==> config.mk <==
export PLATFORM = sky130hd
export DESIGN_NAME = pic_capture
export DESIGN_NICKNAME = d
export VERILOG_FILES = /design/src/pic_pkg.sv /design/src/pic_capture.sv
export SDC_FILE = /design/constraint.sdc
export NUM_CORES = 1
export LEC_CHECK = 0
export ABC_AREA = 1
export BUFFER_PORTS_ARGS = -buffer_cell sky130_fd_sc_hd__buf_2
export CORE_ASPECT_RATIO = 0.8
export CORE_MARGIN = 3
export CORE_UTILIZATION = 46
export DETAILED_ROUTE_END_ITERATION = 10
export PLACE_DENSITY_LB_ADDON = 0.2
export SYNTH_ARGS = -nofsm -noshare
export SYNTH_HDL_FRONTEND = slang
export SYNTH_SLANG_ARGS = --single-unit
==> constraint.sdc <==
create_clock -name sys_clk -period 4.25 [get_ports sys_clk]
set_clock_uncertainty 0.05 [all_clocks]
set_input_delay 0.85 -clock sys_clk [delete_from_list [all_inputs] [get_ports sys_clk]]
set_output_delay 0.85 -clock sys_clk [all_outputs]
set_load 0.01 [all_outputs]
==> src/pic_pkg.sv <==
// Package for the pulse interval capture unit: register map, field layout,
// reset values, state encoding and the complete state record of the unit.
// Assumes a 32-bit AXI4-Lite register bus and a single 100 MHz core clock.
package pic_pkg;

    // ------------------------------------------------------------
    // Register byte offsets
    // ------------------------------------------------------------
    localparam logic [7:0] PIC_OFF_GATE_ON  = 8'h50;  // Clock gate enable, write-only
    localparam logic [7:0] PIC_OFF_GATE_OFF = 8'h54;  // Clock gate disable, write-only
    localparam logic [7:0] PIC_OFF_GATE_ST  = 8'h58;  // Clock gate status, read-only
    localparam logic [7:0] PIC_OFF_COMMAND  = 8'h60;  // capture_command, write-only
    localparam logic [7:0] PIC_OFF_SETUP    = 8'h64;  // capture_setup, read/write
    localparam logic [7:0] PIC_OFF_CLEAR    = 8'h6c;  // flag_clear, write-only
    localparam logic [7:0] PIC_OFF_FLAGS    = 8'h70;  // capture_flags, read-only
    localparam logic [7:0] PIC_OFF_IRQ_SET  = 8'h74;  // irq_set_enable, write-only
    localparam logic [7:0] PIC_OFF_IRQ_CLR  = 8'h78;  // Mask clear, write-only
    localparam logic [7:0] PIC_OFF_MASK     = 8'h7c;  // Mask readback
    localparam logic [7:0] PIC_OFF_DATA     = 8'h80;  // Result, read clears sample ready

    // ------------------------------------------------------------
    // Field positions
    // ------------------------------------------------------------
    localparam int PIC_CMD_SOFT_RESET  = 0;  // soft_reset_cmd
    localparam int PIC_CMD_ON          = 1;  // capture_on_cmd
    localparam int PIC_CMD_OFF         = 2;  // capture_off_cmd
    localparam int PIC_CMD_BEGIN       = 3;  // begin_measure_cmd
    localparam int PIC_SET_DIV_LSB     = 0;  // Divider select 3:0
    localparam int PIC_SET_EDGE_LSB    = 4;  // edge_select 5:4
    localparam int PIC_SET_OVERWRITE   = 6;  // overwrite_policy
    localparam int PIC_SET_SINGLE      = 7;  // single_measure
    localparam int PIC_FLG_DONE        = 0;  // transfer_done_flag
    localparam int PIC_FLG_LOST        = 1;  // Lost sample
    localparam int PIC_FLG_SAT         = 2;  // Duration saturated
    localparam int PIC_FLG_READY       = 3;  // sample_ready_flag
    localparam int PIC_FLG_ACTIVE      = 8;  // capture_active_flag
    localparam int PIC_GATE_BIT        = 1;  // Clock gate bit
    localparam int PIC_DATA_LEVEL      = 15; // Level bit of a result

    // ------------------------------------------------------------
    // Encodings, widths and reset values
    // ------------------------------------------------------------
    localparam logic [1:0]  PIC_EDGE_ANY     = 2'h0;  // Every edge
    localparam logic [1:0]  PIC_EDGE_FALL    = 2'h1;  // Falling to falling
    localparam logic [15:0] PIC_MAX_EVERY    = 16'h7fff; // 15-bit count
    localparam logic [15:0] PIC_MAX_WIDE     = 16'hffff; // Level bit used as count
    localparam logic [7:0]  PIC_SETUP_RST    = 8'h00;
    localparam logic [1:0]  PIC_RESP_OKAY    = 2'h0;
    localparam logic [1:0]  PIC_RESP_DECERR  = 2'h3;

    // Measurement sequencer
    typedef enum logic [1:0] {
        PIC_IDLE,   // Halted, no measurement
        PIC_ARM,    // Waiting for the first qualifying edge
        PIC_RUN     // Counting between qualifying edges
    } pic_cap_t;

    // Whole state of the unit, registered as one record
    typedef struct packed {
        logic            clk_gate;
        logic            active;
        logic [7:0]      setup;
        logic [3:0]      flags;
        logic [3:0]      mask;
        logic [15:0]     data;
        pic_cap_t        cst;
        logic [15:0]     cnt;
        logic [15:0]     pre;
        logic            lvl;
        logic            sync1;
        logic            sync2;
        logic            aw_got;
        logic [7:0]      awaddr;
        logic            w_got;
        logic [31:0]     wdata;
        logic [3:0]      wstrb;
        logic            bvalid;
        logic [1:0]      bresp;
        logic            rvalid;
        logic [31:0]     rdata;
        logic [1:0]      rresp;
    } pic_state_t;

    localparam pic_state_t PIC_ST_RST = '0;

endpackage : pic_pkg

==> src/pic_capture.sv <==
// Pulse interval capture unit: times the levels or period of one external
// signal in ticks of a divided measure clock and posts results to a register.
// Assumes a single core clock, an AXI4-Lite master and a DMA engine that
// reads results through the dma_* handshake.
//
// Contract
// - Soft reset clears all but clock gate
// - Capture on command enables capture
// - Off command wins, disables capture
// - Begin measure command starts new capture
// - Measure clock is core over 2^(sel+1)
// - Edge select picks measured interval kind
// - Overwrite policy: drop or keep overwriting
// - Single measure halts after one result
// - Clear register write-one clears flags (here done, lost and saturated only; sample ready is not cleared)
// - DMA completion sets transfer done flag
// - Unread result overwritten sets lost flag
// - Counter saturation sets saturated flag
// - New result sets ready; read clears
// - Active flag mirrors capture enable
// - Select zero divides core clock by two
// - Mask bit gates each flag's interrupt
// - Result: 15-bit count plus level bit (every-edge mode only here; other edge kinds give a 16-bit count)
//
// Our own choice: the AXI4-Lite slave port.
`timescale 1ns/1ns

module pic_capture
    import pic_pkg::*;
#(
    parameter int ADDR_W = 8,   // Byte address bits; only the low 8 are decoded
    parameter int DIV_W  = 4    // Width of the divider select field
)(
    // Clock and reset
    input  wire logic                sys_clk,
    input  wire logic                rst_n,
    // AXI4-Lite write address
    input  wire logic                s_axi_awvalid,
    output logic                     s_axi_awready,
    input  wire logic [ADDR_W-1:0]   s_axi_awaddr,
    // AXI4-Lite write data
    input  wire logic                s_axi_wvalid,
    output logic                     s_axi_wready,
    input  wire logic [31:0]         s_axi_wdata,
    input  wire logic [3:0]          s_axi_wstrb,
    // AXI4-Lite write response
    output logic                     s_axi_bvalid,
    input  wire logic                s_axi_bready,
    output logic [1:0]               s_axi_bresp,
    // AXI4-Lite read address
    input  wire logic                s_axi_arvalid,
    output logic                     s_axi_arready,
    input  wire logic [ADDR_W-1:0]   s_axi_araddr,
    // AXI4-Lite read data
    output logic                     s_axi_rvalid,
    input  wire logic                s_axi_rready,
    output logic [31:0]              s_axi_rdata,
    output logic [1:0]               s_axi_rresp,
    // Measured signal, asynchronous to sys_clk
    input  wire logic                sig_in,
    // Peripheral DMA side
    output logic                     dma_req,
    output logic [15:0]              dma_data,
    input  wire logic                dma_ack,
    input  wire logic                dma_done,
    // Interrupt
    output logic                     irq
);

    // ------------------------------------------------------------
    // Elaboration checks
    // ------------------------------------------------------------
    // The divider counter is 16 bits: a 4-bit select is all it can serve
    generate
        if (DIV_W != 4)
        begin : g_div_chk
            $error("pic_capture: DIV_W must be 4");
        end
        if (ADDR_W < 8)
        begin : g_addr_chk
            $error("pic_capture: ADDR_W must be at least 8");
        end
    endgenerate

    // ------------------------------------------------------------
    // Helper functions
    // ------------------------------------------------------------
    // Last divider count for a select value: 2^(sel+1) core cycles per tick
    function automatic logic [15:0] pic_div_last(input logic [3:0] sel);
        logic [16:0] span;
        span = 17'h1 << (5'(sel) + 5'h1);
        return 16'(span - 17'h1);
    endfunction : pic_div_last

    // Write of one to a bit of the low byte, honouring its byte strobe
    function automatic logic pic_bit(input logic [31:0] d, input logic [3:0] s,
                                     input int pos);
        return s[pos / 8] & d[pos];
    endfunction : pic_bit

    // Decode of a readable or writable offset
    function automatic logic pic_mapped(input logic [7:0] a, input logic wr);
        logic hit;
        hit = 1'b0;
        case (a)
            PIC_OFF_GATE_ON, PIC_OFF_GATE_OFF, PIC_OFF_COMMAND, PIC_OFF_SETUP,
            PIC_OFF_CLEAR, PIC_OFF_IRQ_SET, PIC_OFF_IRQ_CLR:
                hit = wr | (a == PIC_OFF_SETUP);
            PIC_OFF_GATE_ST, PIC_OFF_FLAGS, PIC_OFF_MASK, PIC_OFF_DATA:
                hit = !wr | (a == PIC_OFF_SETUP);
            default:
                hit = 1'b0;
        endcase
        return hit;
    endfunction : pic_mapped

    // ------------------------------------------------------------
    // State record
    // ------------------------------------------------------------
    pic_state_t st_r;
    pic_state_t st_nxt;

    // Combinational view of the request being taken this cycle
    logic        aw_take;
    logic        w_take;
    logic        ar_take;
    logic        wr_go;
    logic [7:0]  wr_addr;
    logic [31:0] wr_data;
    logic [3:0]  wr_strb;
    logic [7:0]  rd_addr;
    logic        tick;
    logic        edge_hit;
    logic        lvl_now;
    logic [15:0] cnt_max;
    logic [15:0] cnt_inc;
    logic        soft_rst;

    // Handshake outputs straight from the state; a single slot per direction
    assign s_axi_awready = !st_r.aw_got && !st_r.bvalid;
    assign s_axi_wready  = !st_r.w_got && !st_r.bvalid;
    assign s_axi_arready = !st_r.rvalid;
    assign s_axi_bvalid  = st_r.bvalid;
    assign s_axi_bresp   = st_r.bresp;
    assign s_axi_rvalid  = st_r.rvalid;
    assign s_axi_rdata   = st_r.rdata;
    assign s_axi_rresp   = st_r.rresp;

    // Result and interrupt outputs
    assign dma_req  = st_r.flags[PIC_FLG_READY];
    assign dma_data = st_r.data;
    assign irq      = |(st_r.flags & st_r.mask);

    // ------------------------------------------------------------
    // Request decode and measurement terms
    // ------------------------------------------------------------
    // Address and data come from the held copy or straight from the bus
    always_comb
    begin
        aw_take  = s_axi_awvalid && s_axi_awready;
        w_take   = s_axi_wvalid && s_axi_wready;
        ar_take  = s_axi_arvalid && s_axi_arready;
        wr_addr  = st_r.aw_got ? st_r.awaddr : s_axi_awaddr[7:0];
        wr_data  = st_r.w_got ? st_r.wdata : s_axi_wdata;
        wr_strb  = st_r.w_got ? st_r.wstrb : s_axi_wstrb;
        wr_go    = (st_r.aw_got || aw_take) && (st_r.w_got || w_take);
        rd_addr  = s_axi_araddr[7:0];
        soft_rst = wr_go && (wr_addr == PIC_OFF_COMMAND)
                   && pic_bit(wr_data, wr_strb, PIC_CMD_SOFT_RESET);
        // One tick per 2^(sel+1) core cycles, so select zero halves the clock
        tick     = (st_r.pre == pic_div_last(st_r.setup[PIC_SET_DIV_LSB +: 4]));
        lvl_now  = st_r.sync2;
        // Edge kinds: 00 every edge, 01 falling, 1x rising
        case (st_r.setup[PIC_SET_EDGE_LSB +: 2])
            PIC_EDGE_ANY:  edge_hit = (lvl_now != st_r.lvl);
            PIC_EDGE_FALL: edge_hit = st_r.lvl && !lvl_now;
            default:       edge_hit = !st_r.lvl && lvl_now;
        endcase
        // Every-edge results keep bit 15 for the level; others use it as count
        cnt_max  = (st_r.setup[PIC_SET_EDGE_LSB +: 2] != PIC_EDGE_ANY) ? PIC_MAX_WIDE : PIC_MAX_EVERY;
        cnt_inc  = (st_r.cnt == cnt_max) ? cnt_max : 16'(st_r.cnt + 16'h1);
    end

    // ------------------------------------------------------------
    // Next state
    // ------------------------------------------------------------
    always_comb
    begin
        st_nxt = st_r;

        // Input synchroniser; only the second stage is looked at
        st_nxt.sync1 = sig_in;
        st_nxt.sync2 = st_r.sync1;

        // Measure clock divider
        st_nxt.pre = tick ? 16'h0 : 16'(st_r.pre + 16'h1);

        // Write channel bookkeeping
        if (aw_take)
        begin
            st_nxt.aw_got = 1'b1;
            st_nxt.awaddr = s_axi_awaddr[7:0];
        end
        if (w_take)
        begin
            st_nxt.w_got = 1'b1;
            st_nxt.wdata = s_axi_wdata;
            st_nxt.wstrb = s_axi_wstrb;
        end
        if (st_r.bvalid && s_axi_bready)
        begin
            st_nxt.bvalid = 1'b0;
        end
        if (st_r.rvalid && s_axi_rready)
        begin
            st_nxt.rvalid = 1'b0;
        end

        // DMA fetched the result
        if (dma_ack)
        begin
            st_nxt.flags[PIC_FLG_READY] = 1'b0;
        end

        // Register reads; reading the result releases the ready flag
        if (ar_take)
        begin
            st_nxt.rvalid = 1'b1;
            st_nxt.rdata  = 32'h0;
            st_nxt.rresp  = pic_mapped(rd_addr, 1'b0) ? PIC_RESP_OKAY : PIC_RESP_DECERR;
            case (rd_addr)
                PIC_OFF_GATE_ST: st_nxt.rdata[PIC_GATE_BIT] = st_r.clk_gate;
                PIC_OFF_SETUP:   st_nxt.rdata[7:0] = st_r.setup;
                PIC_OFF_FLAGS:
                begin
                    st_nxt.rdata[3:0]            = st_r.flags;
                    st_nxt.rdata[PIC_FLG_ACTIVE] = st_r.active;
                end
                PIC_OFF_MASK:    st_nxt.rdata[3:0] = st_r.mask;
                PIC_OFF_DATA:
                begin
                    st_nxt.rdata[15:0] = st_r.data;
                    st_nxt.flags[PIC_FLG_READY] = 1'b0;
                end
                default:         st_nxt.rdata = 32'h0;
            endcase
        end

        // Register writes, performed once address and data have both arrived, held or taken this cycle
        if (wr_go)
        begin
            st_nxt.aw_got = 1'b0;
            st_nxt.w_got  = 1'b0;
            st_nxt.bvalid = 1'b1;
            st_nxt.bresp  = pic_mapped(wr_addr, 1'b1) ? PIC_RESP_OKAY : PIC_RESP_DECERR;
            case (wr_addr)
                PIC_OFF_GATE_ON:
                    if (pic_bit(wr_data, wr_strb, PIC_GATE_BIT))
                    begin
                        st_nxt.clk_gate = 1'b1;
                    end
                PIC_OFF_GATE_OFF:
                    if (pic_bit(wr_data, wr_strb, PIC_GATE_BIT))
                    begin
                        st_nxt.clk_gate = 1'b0;
                    end
                PIC_OFF_COMMAND:
                begin
                    if (pic_bit(wr_data, wr_strb, PIC_CMD_ON))
                    begin
                        st_nxt.active = 1'b1;
                    end
                    if (pic_bit(wr_data, wr_strb, PIC_CMD_OFF))
                    begin
                        st_nxt.active = 1'b0;
                    end
                    // A start only counts while capture stays enabled
                    if (pic_bit(wr_data, wr_strb, PIC_CMD_BEGIN) && st_nxt.active)
                    begin
                        st_nxt.cst = PIC_ARM;
                        st_nxt.cnt = 16'h0;
                    end
                end
                PIC_OFF_SETUP:
                    if (wr_strb[0])
                    begin
                        st_nxt.setup = wr_data[7:0];
                    end
                PIC_OFF_CLEAR:
                    for (int i = 0; i < 3; i++)
                    begin
                        if (pic_bit(wr_data, wr_strb, i))
                        begin
                            st_nxt.flags[i] = 1'b0;
                        end
                    end
                PIC_OFF_IRQ_SET:
                    for (int i = 0; i < 4; i++)
                    begin
                        if (pic_bit(wr_data, wr_strb, i))
                        begin
                            st_nxt.mask[i] = 1'b1;
                        end
                    end
                PIC_OFF_IRQ_CLR:
                    for (int i = 0; i < 4; i++)
                    begin
                        if (pic_bit(wr_data, wr_strb, i))
                        begin
                            st_nxt.mask[i] = 1'b0;
                        end
                    end
                default:
                    st_nxt.bresp = st_nxt.bresp;
            endcase
        end

        // DMA completion after the register writes, so it beats a clear but not a soft reset
        if (dma_done)
        begin
            st_nxt.flags[PIC_FLG_DONE] = 1'b1;
        end

        // Disabling stops any measurement in progress
        if (!st_nxt.active)
        begin
            st_nxt.cst = PIC_IDLE;
        end

        // Measurement on each measure clock tick
        if (tick)
        begin
            st_nxt.lvl = lvl_now;
            case (st_r.cst)
                PIC_ARM:
                    if (edge_hit && st_nxt.cst == PIC_ARM)
                    begin
                        st_nxt.cst = PIC_RUN;
                        st_nxt.cnt = 16'h0;
                    end
                PIC_RUN:
                    if (st_nxt.cst == PIC_RUN)
                    begin
                        if (cnt_inc == cnt_max)
                        begin
                            st_nxt.flags[PIC_FLG_SAT] = 1'b1;
                        end
                        if (edge_hit)
                        begin
                            st_nxt.cnt = 16'h0;
                            // Unread result would be overwritten: lost sample
                            if (st_nxt.flags[PIC_FLG_READY])
                            begin
                                st_nxt.flags[PIC_FLG_LOST] = 1'b1;
                            end
                            // Policy zero freezes the held result after an overrun
                            if (!st_nxt.flags[PIC_FLG_READY] || st_r.setup[PIC_SET_OVERWRITE])
                            begin
                                st_nxt.data = cnt_inc;
                                if (cnt_max == PIC_MAX_EVERY)
                                begin
                                    st_nxt.data[PIC_DATA_LEVEL] = st_r.lvl;
                                end
                                st_nxt.flags[PIC_FLG_READY] = 1'b1;
                            end
                            if (st_r.setup[PIC_SET_SINGLE])
                            begin
                                st_nxt.cst = PIC_IDLE;
                            end
                        end
                        else
                        begin
                            st_nxt.cnt = cnt_inc;
                        end
                    end
                default:
                    st_nxt.cnt = st_r.cnt;
            endcase
        end

        // Soft reset returns the unit to reset, clock gate and bus kept
        if (soft_rst)
        begin
            st_nxt.active = 1'b0;
            st_nxt.setup  = PIC_SETUP_RST;
            st_nxt.flags  = 4'h0;
            st_nxt.mask   = 4'h0;
            st_nxt.data   = 16'h0;
            st_nxt.cst    = PIC_IDLE;
            st_nxt.cnt    = 16'h0;
            st_nxt.pre    = 16'h0;
        end
    end

    // ------------------------------------------------------------
    // State register
    // ------------------------------------------------------------
    always_ff @(posedge sys_clk or negedge rst_n)
    begin
        if (!rst_n)
        begin
            st_r <= PIC_ST_RST;
        end
        else
        begin
            st_r <= st_nxt;
        end
    end

endmodule : pic_capture

[Word-level counts from Yosys, hierarchy flattened]
Index checks and enable logic that the tools add are counted.
Storage, ports and cells
  flip-flop bits (word level): 139
  input port bits: 62
  output and inout bits: 59
  logic and storage cells: 212
Operators by class
  $add $sub $neg: 4
  equal/unequal tests: 43
  shift-type cells: 1
  muxes and demuxes: 77
  bitwise operators: 5
  reductions and logical operators: 56
Operators by type and width (number)
  $eq 8x7->1 const B: 20
  $mux 16: 6
  $mux 18: 5
  $mux 34: 2
  $mux 67: 1
  $eq 16x16->1: 3
  $mux 37: 1
  $mux 35: 1
  $add 16x1->16 const B: 2
  $mux 1: 32
  $mux 8: 4
  $pmux 16 s2: 1
  $reduce_bool 2->1: 14
  $ne 3x3->1 const B: 8
  $reduce_and 4->1: 5
  $mux 9: 2
  $eq 16x15->1 const B: 1
  $eq 8x8->1 const B: 2
  $pmux 4 s2: 2
  $shl 1x5->16 const A: 1
  $sub 16x1->16 const B: 1
  $mux 3: 5
  $logic_and 1x1->1: 14
  $mux 7: 2
  22 further kinds: 51

[Longest topological paths before layout]
Gate-level depths: netlist of run 1.
  depth after elaboration: 17
  depth in mapped cells: 20

[Least setup slack after synthesis of run 1]
OpenSTA, ideal clock, no wires.
  path type: input -> register
  start: input port s_axi_awvalid
  end: register st_r (netlist bit dma_data[5])
  library setup time: 0.116 ns
  arrival time: 2.457 ns
  path slack: 1.627 ns
  stages on the path: 14
  path buffers: 1
  path through: inv_1 > o21ai_1 > nand2_1 > nor2_2 > nand3_2 > nand2_2 > inv_2 > nor2_4 > nand3_4 > nor3_4 > nand2_4 > buf_4 > nand3_1 > nand2_1
Between the ends
  cells in the longest elaborated chain, start to end: 8
Ends and longest elaborated chain
  start, declared: line pic_capture.sv:38  | input wire logic s_axi_awvalid,
  $logic_and 1x1->1 *: line pic_capture.sv:160  | aw_take = s_axi_awvalid && s_axi_awready;
  $logic_or 1x1->1 *: line pic_capture.sv:166  | wr_go = (st_r.aw_got || aw_take) && (st_r.w_got || w_take);
  $logic_and 1x1->1 *: line pic_capture.sv:166
  $mux 18 / $mux 9 (equally long branches): line pic_capture.sv:250  | if (wr_go)
  $mux 2: line pic_capture.sv:325  | if (!st_nxt.active)
  $eq 2x2->1: line pic_capture.sv:342  | if (st_nxt.cst == PIC_RUN)
  $reduce_bool 2->1 (no line)
  $reduce_and 5->1 (no line)
  end signal, assigned: line pic_capture.sv:406  | st_r <= st_nxt;
  end, declared: line pic_capture.sv:120  | pic_state_t st_r;
Mark *: on every way between the ends. The rest lies on a longest branch, timed or not. The select of a mux whose other input is x is not followed.
A chain may end at the register's enable or synchronous reset.

==> flow_metrics.tcl, run 1 <==
set metrics [dict create \
    rsz0062_at_grt "no" \
    cts.sinks 110 \
    ios 121 \
    wl_met3_um 1840 \
    grt_pass1_vias 6613 \
    postSynth.asyncResetShare_pct 100 \
    max-slew-margin-rel_pct 48.0 \
    p_leak_uw 0.00462 \
    finalHoldViolCount 0 \
    reg2reg_slack_ns 1.10 \
    track_usage_pct 22.4 \
    rr_startpoint "st_r[148]" \
    die_x_um 152 \
    grt_max_degree 60 \
    tns_ns 0 \
    area_growth_pct 6.30 \
    drtIter0Drc 700 \
    hold_buffers 0 \
    start_kind "flop" \
    critPathRequiredTime_ns 4.45 \
    finalMaxSlewViolations 0 \
    finalCritPeriodShare_pct 74.0 \
    cp_cell_sequence "nor2_4 > nand2_1 > ha_1 > nor2_1 > nor2_1 > nand3_1 > nor2_1 > nand2_1 > nor2_1 > nand3_1 > nor2_2 > nand2_2 > buf_4 > nand2_2 > a21oi_1 > o21a_1" \
    finalNetCount 1268 \
    cts_made_buffers 9 \
    met1Wirelength_um 10500 \
    clockBufferDepth 2 \
    core_sq_um 16600 \
    dr.max_layer_used "met4" \
    reg2regPathDepth 16 \
    critPathCaptureType "flop" \
    cp_max_fo 19 \
    ant_nets 0 \
    drc 0 \
    cts_tree "built" \
    vias 7308 \
    synthDistinctLibCells 52 \
    powerDensity_nw_per_um2 363 \
    die_h_um 123 \
    grt_pass1_wl_um 34100 \
    firstDrtPassIters 6 \
    critPathBufInv 1 \
    port_buffers 77 \
    max_cap_violations 0 \
    cpMostUsedCell "nor2_1" \
    whs_path_depth 0 \
    synth_area_sq_um 7840 \
    synthCells 1172 \
    gp_congestion 0.949 \
    clk_latency_ns 0.36 \
    routedWlPerCell_um 14.4 \
    dr_wl_met2_um 7960 \
    cts-root-buf "clkbuf_16" \
    fmax_ghz 0.318 \
    final-setup-viol-count 0 \
    postSynthRegisterBits 110 \
    dpl_worst_slack_ns 0.940 \
    fin_crit_ns 3.15 \
    hpwl_um 15500 \
    cpPeakStageDelay_ns 0.58 \
    seq_area_frac_synth_pct 35.1 \
    hp-class "flop to flop" \
    tightest_slew_ns 0.780 \
    drive_gt1_share_pct 12.3 \
    cts_setup_buffers 0 \
    antenna_found_initial 0 \
    rows 42 \
    cts_repair_resize_count 0 \
    status "finished clean" \
    worst_hold_startpoint "st_nxt[84]" \
    yosys_warnings 0 \
    peakVddDrop_mv 0.282 \
    synth_edf_count 0 \
    initial_utilization_pct 47.2 \
    holdPathEnd "lvl_now" \
    n_antenna_cell 0 \
    die_area_sq_um 18700 \
    cpMaxStageDelayCell "dfrtp_1" \
    critPathTopFamily "simple AND/OR/NAND/NOR gates" \
    cp.arrival_ns 3.35 \
    worst_slack_ns 1.10 \
    syn_avg_cell_area_sq_um 6.69 \
    synth_top_flop_cell "dfrtp_1" \
    grt_overflow 0 \
    drt-vias-per-instance 5.13 \
    cts_max_level 3 \
    routed_wl_um 20500 \
    r2r_end "st_r[102]" \
    critPathKind "flop to flop" \
    clk_pin_slew_ns 0.07 \
]
[flip-flops by register name, summed over array words and instances (netlist names)]
| register | cells |
|---|---|
| s_axi_rvalid | 1 |
| s_axi_rresp | 1 |
| lvl_now | 1 |
| s_axi_rdata | 16 |
| st_r | 71 |
| s_axi_bresp | 1 |
| st_nxt | 1 |
| dma_data | 16 |
| s_axi_bvalid | 1 |
| dma_req | 1 |
[cells by family after synthesis]
family	count (synthesis)	synth area share, %
AOI/OAI and AO/OA	127	9.44
xor gates and xnor gates	16	1.79
adders and majority gates	7	1.12
buffers and inverters	244	15.0
DFF	110	35.1
muxes	4	0.574
other	2	0.0957
and+or+nand+nor	662	36.9
[stage by stage]
stage                     utilization, %  area (sq um)  hold slack, ns  power (uW)  instances
after floorplan                        -          7900           0.281        1950       1187
after global placement              48.5          8050           0.288        2160       1408
after detailed placement            48.5          8050           0.293        2180       1408
after CTS                           50.2          8340           0.309        3030       1424
after global routing                50.2          8340           0.321        3220       1424
final                               50.2          8340           0.305        3020       1424
[synth_stat cells, types with 8 or more instances]
cell type | count | area share, %
nand2_1 | 360 | 17
inv_1 | 153 | 7.3
nand3_1 | 119 | 7.6
nor2_1 | 112 | 5.4
dfrtp_1 | 110 | 35
buf_4 | 62 | 5.9
o21ai_0 | 44 | 2.8
a21oi_1 | 34 | 2.2
nor3_1 | 16 | 1.0
clkbuf_1 | 13 | 0.62
o22ai_1 | 12 | 0.96
xor2_1 | 12 | 1.3
nand4_1 | 11 | 0.88
o21ai_1 | 9 | 0.57
nor2_2 | 8 | 0.64
[where the power goes]
group	switching (uW)	internal [uW]	total [uW]
clock network	427	426	852
logic	578	264	842
registers	131	1200	1330
total	1140	1890	3020
[how the worst max path moves through the flow]
stage               startpoint           end  depth (start not counted)
2_1_floorplan    s_axi_awvalid   dma_data[5]                         14
3_3_place_gp    s_axi_wdata[3]  dma_data[15]                         12
4_1_cts              st_r[148]     st_r[102]                         16
5_1_grt              st_r[148]     st_r[117]                         15
3_5_place_dp   s_axi_awaddr[2]     st_r[106]                         12
6_report             st_r[148]     st_r[102]                         16
[placed cells by master, fill, tap and decap left out, types with 2 or more instances in the layout]
cell type	count
a21oi_1	34
a22o_1	7
a31oi_1	2
buf_2	76
buf_4	9
clkbuf_16	9
conb_1	17
dfrtp_1	110
ha_1	7
inv_1	153
inv_2	7
inv_6	3
mux2_2	4
nand2_1	360
nand2_2	7
nand2_4	2
nand3_1	119
nand3_2	4
nand3b_1	2
nand4_1	11
nand4_2	2
nor2_1	112
nor2_2	8
nor2_4	4
nor3_1	16
nor3b_1	3
nor4_1	4
o211ai_1	5
o21a_1	2
o21ai_0	44
o21ai_1	9
o22ai_1	12
o311ai_0	2
or2_2	3
xnor2_1	4
xor2_1	12
[worst reg2reg max path: cells and delay by family (launching register included)]
| family | cells | cell delay, ns |
|---|---|---|
| AND/OR/NAND/NOR | 12 | 1.66 |
| flip-flops | 1 | 0.58 |
| adder cells (fa/ha/maj) | 1 | 0.31 |
| buffers and inverters | 1 | 0.26 |
| AO/OA/AOI/OAI | 2 | 0.19 |
[layer usage]
layer	vias to the layer above	GRT usage (%)
met2	265	31.7
met5	-	0
met4	0	4.60
met3	16	5.96
li1	3714	-
met1	3313	34.2
[area by class of cell]
cell class | instances | area [sq um]
fill | 1756 | 8270
multi-input combinational | 833 | 3970
sequential | 110 | 2750
inverter | 160 | 601
timing repair buffer | 85 | 448
tap | 220 | 275
clock buffer | 10 | 239
clock inverter | 6 | 51.3
(Power assumes the default switching activity.)
==> run 2: changes to the inputs <==
==> constraint.sdc (replaced) <==
create_clock -name sys_clk -period 3.05 [get_ports sys_clk]
set_clock_uncertainty 0.05 [all_clocks]
set_input_delay 0.61 -clock sys_clk [delete_from_list [all_inputs] [get_ports sys_clk]]
set_output_delay 0.61 -clock sys_clk [all_outputs]
set_load 0.01 [all_outputs]
==> flow_metrics.tcl, run 2 (synthesis results as in run 1) <==
set metrics [dict create \
    tightest_slew_ns 0.604 \
    design_power_total_uw 4270 \
    die_area_sq_um 18700 \
    core_sq_um 16600 \
    nFillCells 1693 \
    drtIter0Drc 672 \
    use_met3_pct 5.57 \
    finalNetCount 1284 \
    p_leak_uw 0.00472 \
    cts_tree "built" \
    cts_max_level 3 \
    cts.sinks 110 \
    cts-root-buf "clkbuf_16" \
    routedWlPerCell_um 14.3 \
    drive_gt1_share_pct 13.5 \
    tns_ns 0 \
    design_area_sq_um 8530 \
    grt_busiest_layer "met1" \
    start_kind "flop" \
    drc 0 \
    max_cap_violations 0 \
    critPathKind "flop to flop" \
    finalMaxSlewViolations 0 \
    clockBufferDepth 2 \
    max-slew-margin-rel_pct 59.7 \
    grt_use_met2_pct 30.5 \
    antenna_found_initial 0 \
    rows 42 \
    grt_max_degree 43 \
    grtUsageMet1_pct 35.9 \
    ios 121 \
    hpwl_um 15600 \
    clk_latency_ns 0.36 \
    cp_max_fo 17 \
    vias 7404 \
    critPathRequiredTime_ns 3.29 \
    peakVddDrop_mv 0.356 \
    area_growth_pct 8.81 \
    fmax_ghz 0.363 \
    grt_overflow 0 \
    final-setup-viol-count 0 \
    dp.cells 1424 \
    placed_area_sq_um 8210 \
    cts_made_buffers 9 \
    finalCritPeriodShare_pct 90.3 \
    cp.arrival_ns 2.99 \
    routed_wl_um 20600 \
    grt_pass1_wl_um 34100 \
    firstDrtPassIters 5 \
    rr_startpoint "st_r[148]" \
    hold_buffers 0 \
    drt-vias-per-instance 5.15 \
    ant_nets 0 \
    reg2reg_slack_ns 0.30 \
    cts_repair_resize_count 0 \
    reg2regPathDepth 17 \
    powerDensity_nw_per_um2 500 \
    hp-class "input port to async pin" \
    layoutNonFillerInstCount 1439 \
    status "finished clean" \
    gp_congestion 0.915 \
    initial_utilization_pct 47.2 \
    clk_pin_slew_ns 0.08 \
    critPathCaptureType "flop" \
    regMostFlops "st_r" \
    n_antenna_cell 0 \
    final_cell_mix "360 x nand2_1, 153 x inv_1, 119 x nand3_1" \
    grt_pass1_vias 6468 \
    port_buffers 77 \
    largest_register_ffs 71 \
    finalHoldViolCount 0 \
    track_usage_pct 22.4 \
    die_x_um 152 \
    cts_setup_buffers 0 \
    rsz0062_at_grt "no" \
    final_common_cell "nand2_1" \
    r2r_end "dma_data[13]" \
    die_h_um 123 \
    fin_crit_ns 2.75 \
]
==> run 2: changes by cell type in the layout (fill, tap and decap cells not counted), moves of 2 or more <==
cell        before  now
bufinv_16        0    2
clkinvlp_4       0    2
buf_12           0    3
buf_4            9   22
==> run 2: worst max-delay path, stage by stage, from the launching register on <==
cell	delay, ns
dfrtp_1	0.41
nor2_4	0.20
nand2_1	0.08
ha_1	0.29
nor2_1	0.04
nor2_1	0.15
nand3_1	0.09
nor2_1	0.16
nand2_1	0.07
nor2_1	0.10
nand3_1	0.11
nor2_2	0.16
nand2_2	0.19
inv_2	0.15
nand2_4	0.16
nand2_8	0.15
nand2_1	0.07
nand2_1	0.06
==> run 2: power by group <==
part	internal (uW)	switching (uW)
logic	382	763
registers	1670	175
clock network	722	558
==> run 2: area by class of cell <==
type	count	area, sq um	share of cell area [%]
Multi-Input combinational cell	833	3980	46.7
Tap cell	220	275	3.23
Inverter	160	601	7.04
Timing Repair Buffer	101	606	7.10
Clock buffer	9	225	2.64
Sequential cell	110	2750	32.3
Clock inverter	6	92.6	1.08
==> run 2: stage by stage <==
step / hold WS (ns) / utilization, % / setup WS, ns
floorplan: 0.264 / - / 0.547
global placement: 0.283 / 49.4 / 0.293
detailed placement: 0.286 / 49.4 / 0.274
CTS: 0.161 / 51.3 / 0.245
global route: 0.172 / 51.4 / 0.0171
finish: 0.150 / 51.4 / 0.297
==> run 2: how the worst max path moves through the flow <==
stage                     slack [ns]       from      endpoint  depth (start not counted)
after floorplan                 0.55  st_r[146]     st_r[111]                         18
after global placement          0.29  st_r[146]   dma_data[1]                         17
after detailed placement        0.27  st_r[146]  dma_data[12]                         17
after CTS                       0.25  st_r[146]  dma_data[13]                         17
after global routing            0.02  st_r[148]   dma_data[9]                         17
final                           0.30  st_r[148]  dma_data[13]                         17
==> run 2: layer usage <==
layer  share of wire, %  wire [um]
met5                  0          0
met4               0.52        107
met3                8.6       1780
met2                 38       7940
met1                 52      10800
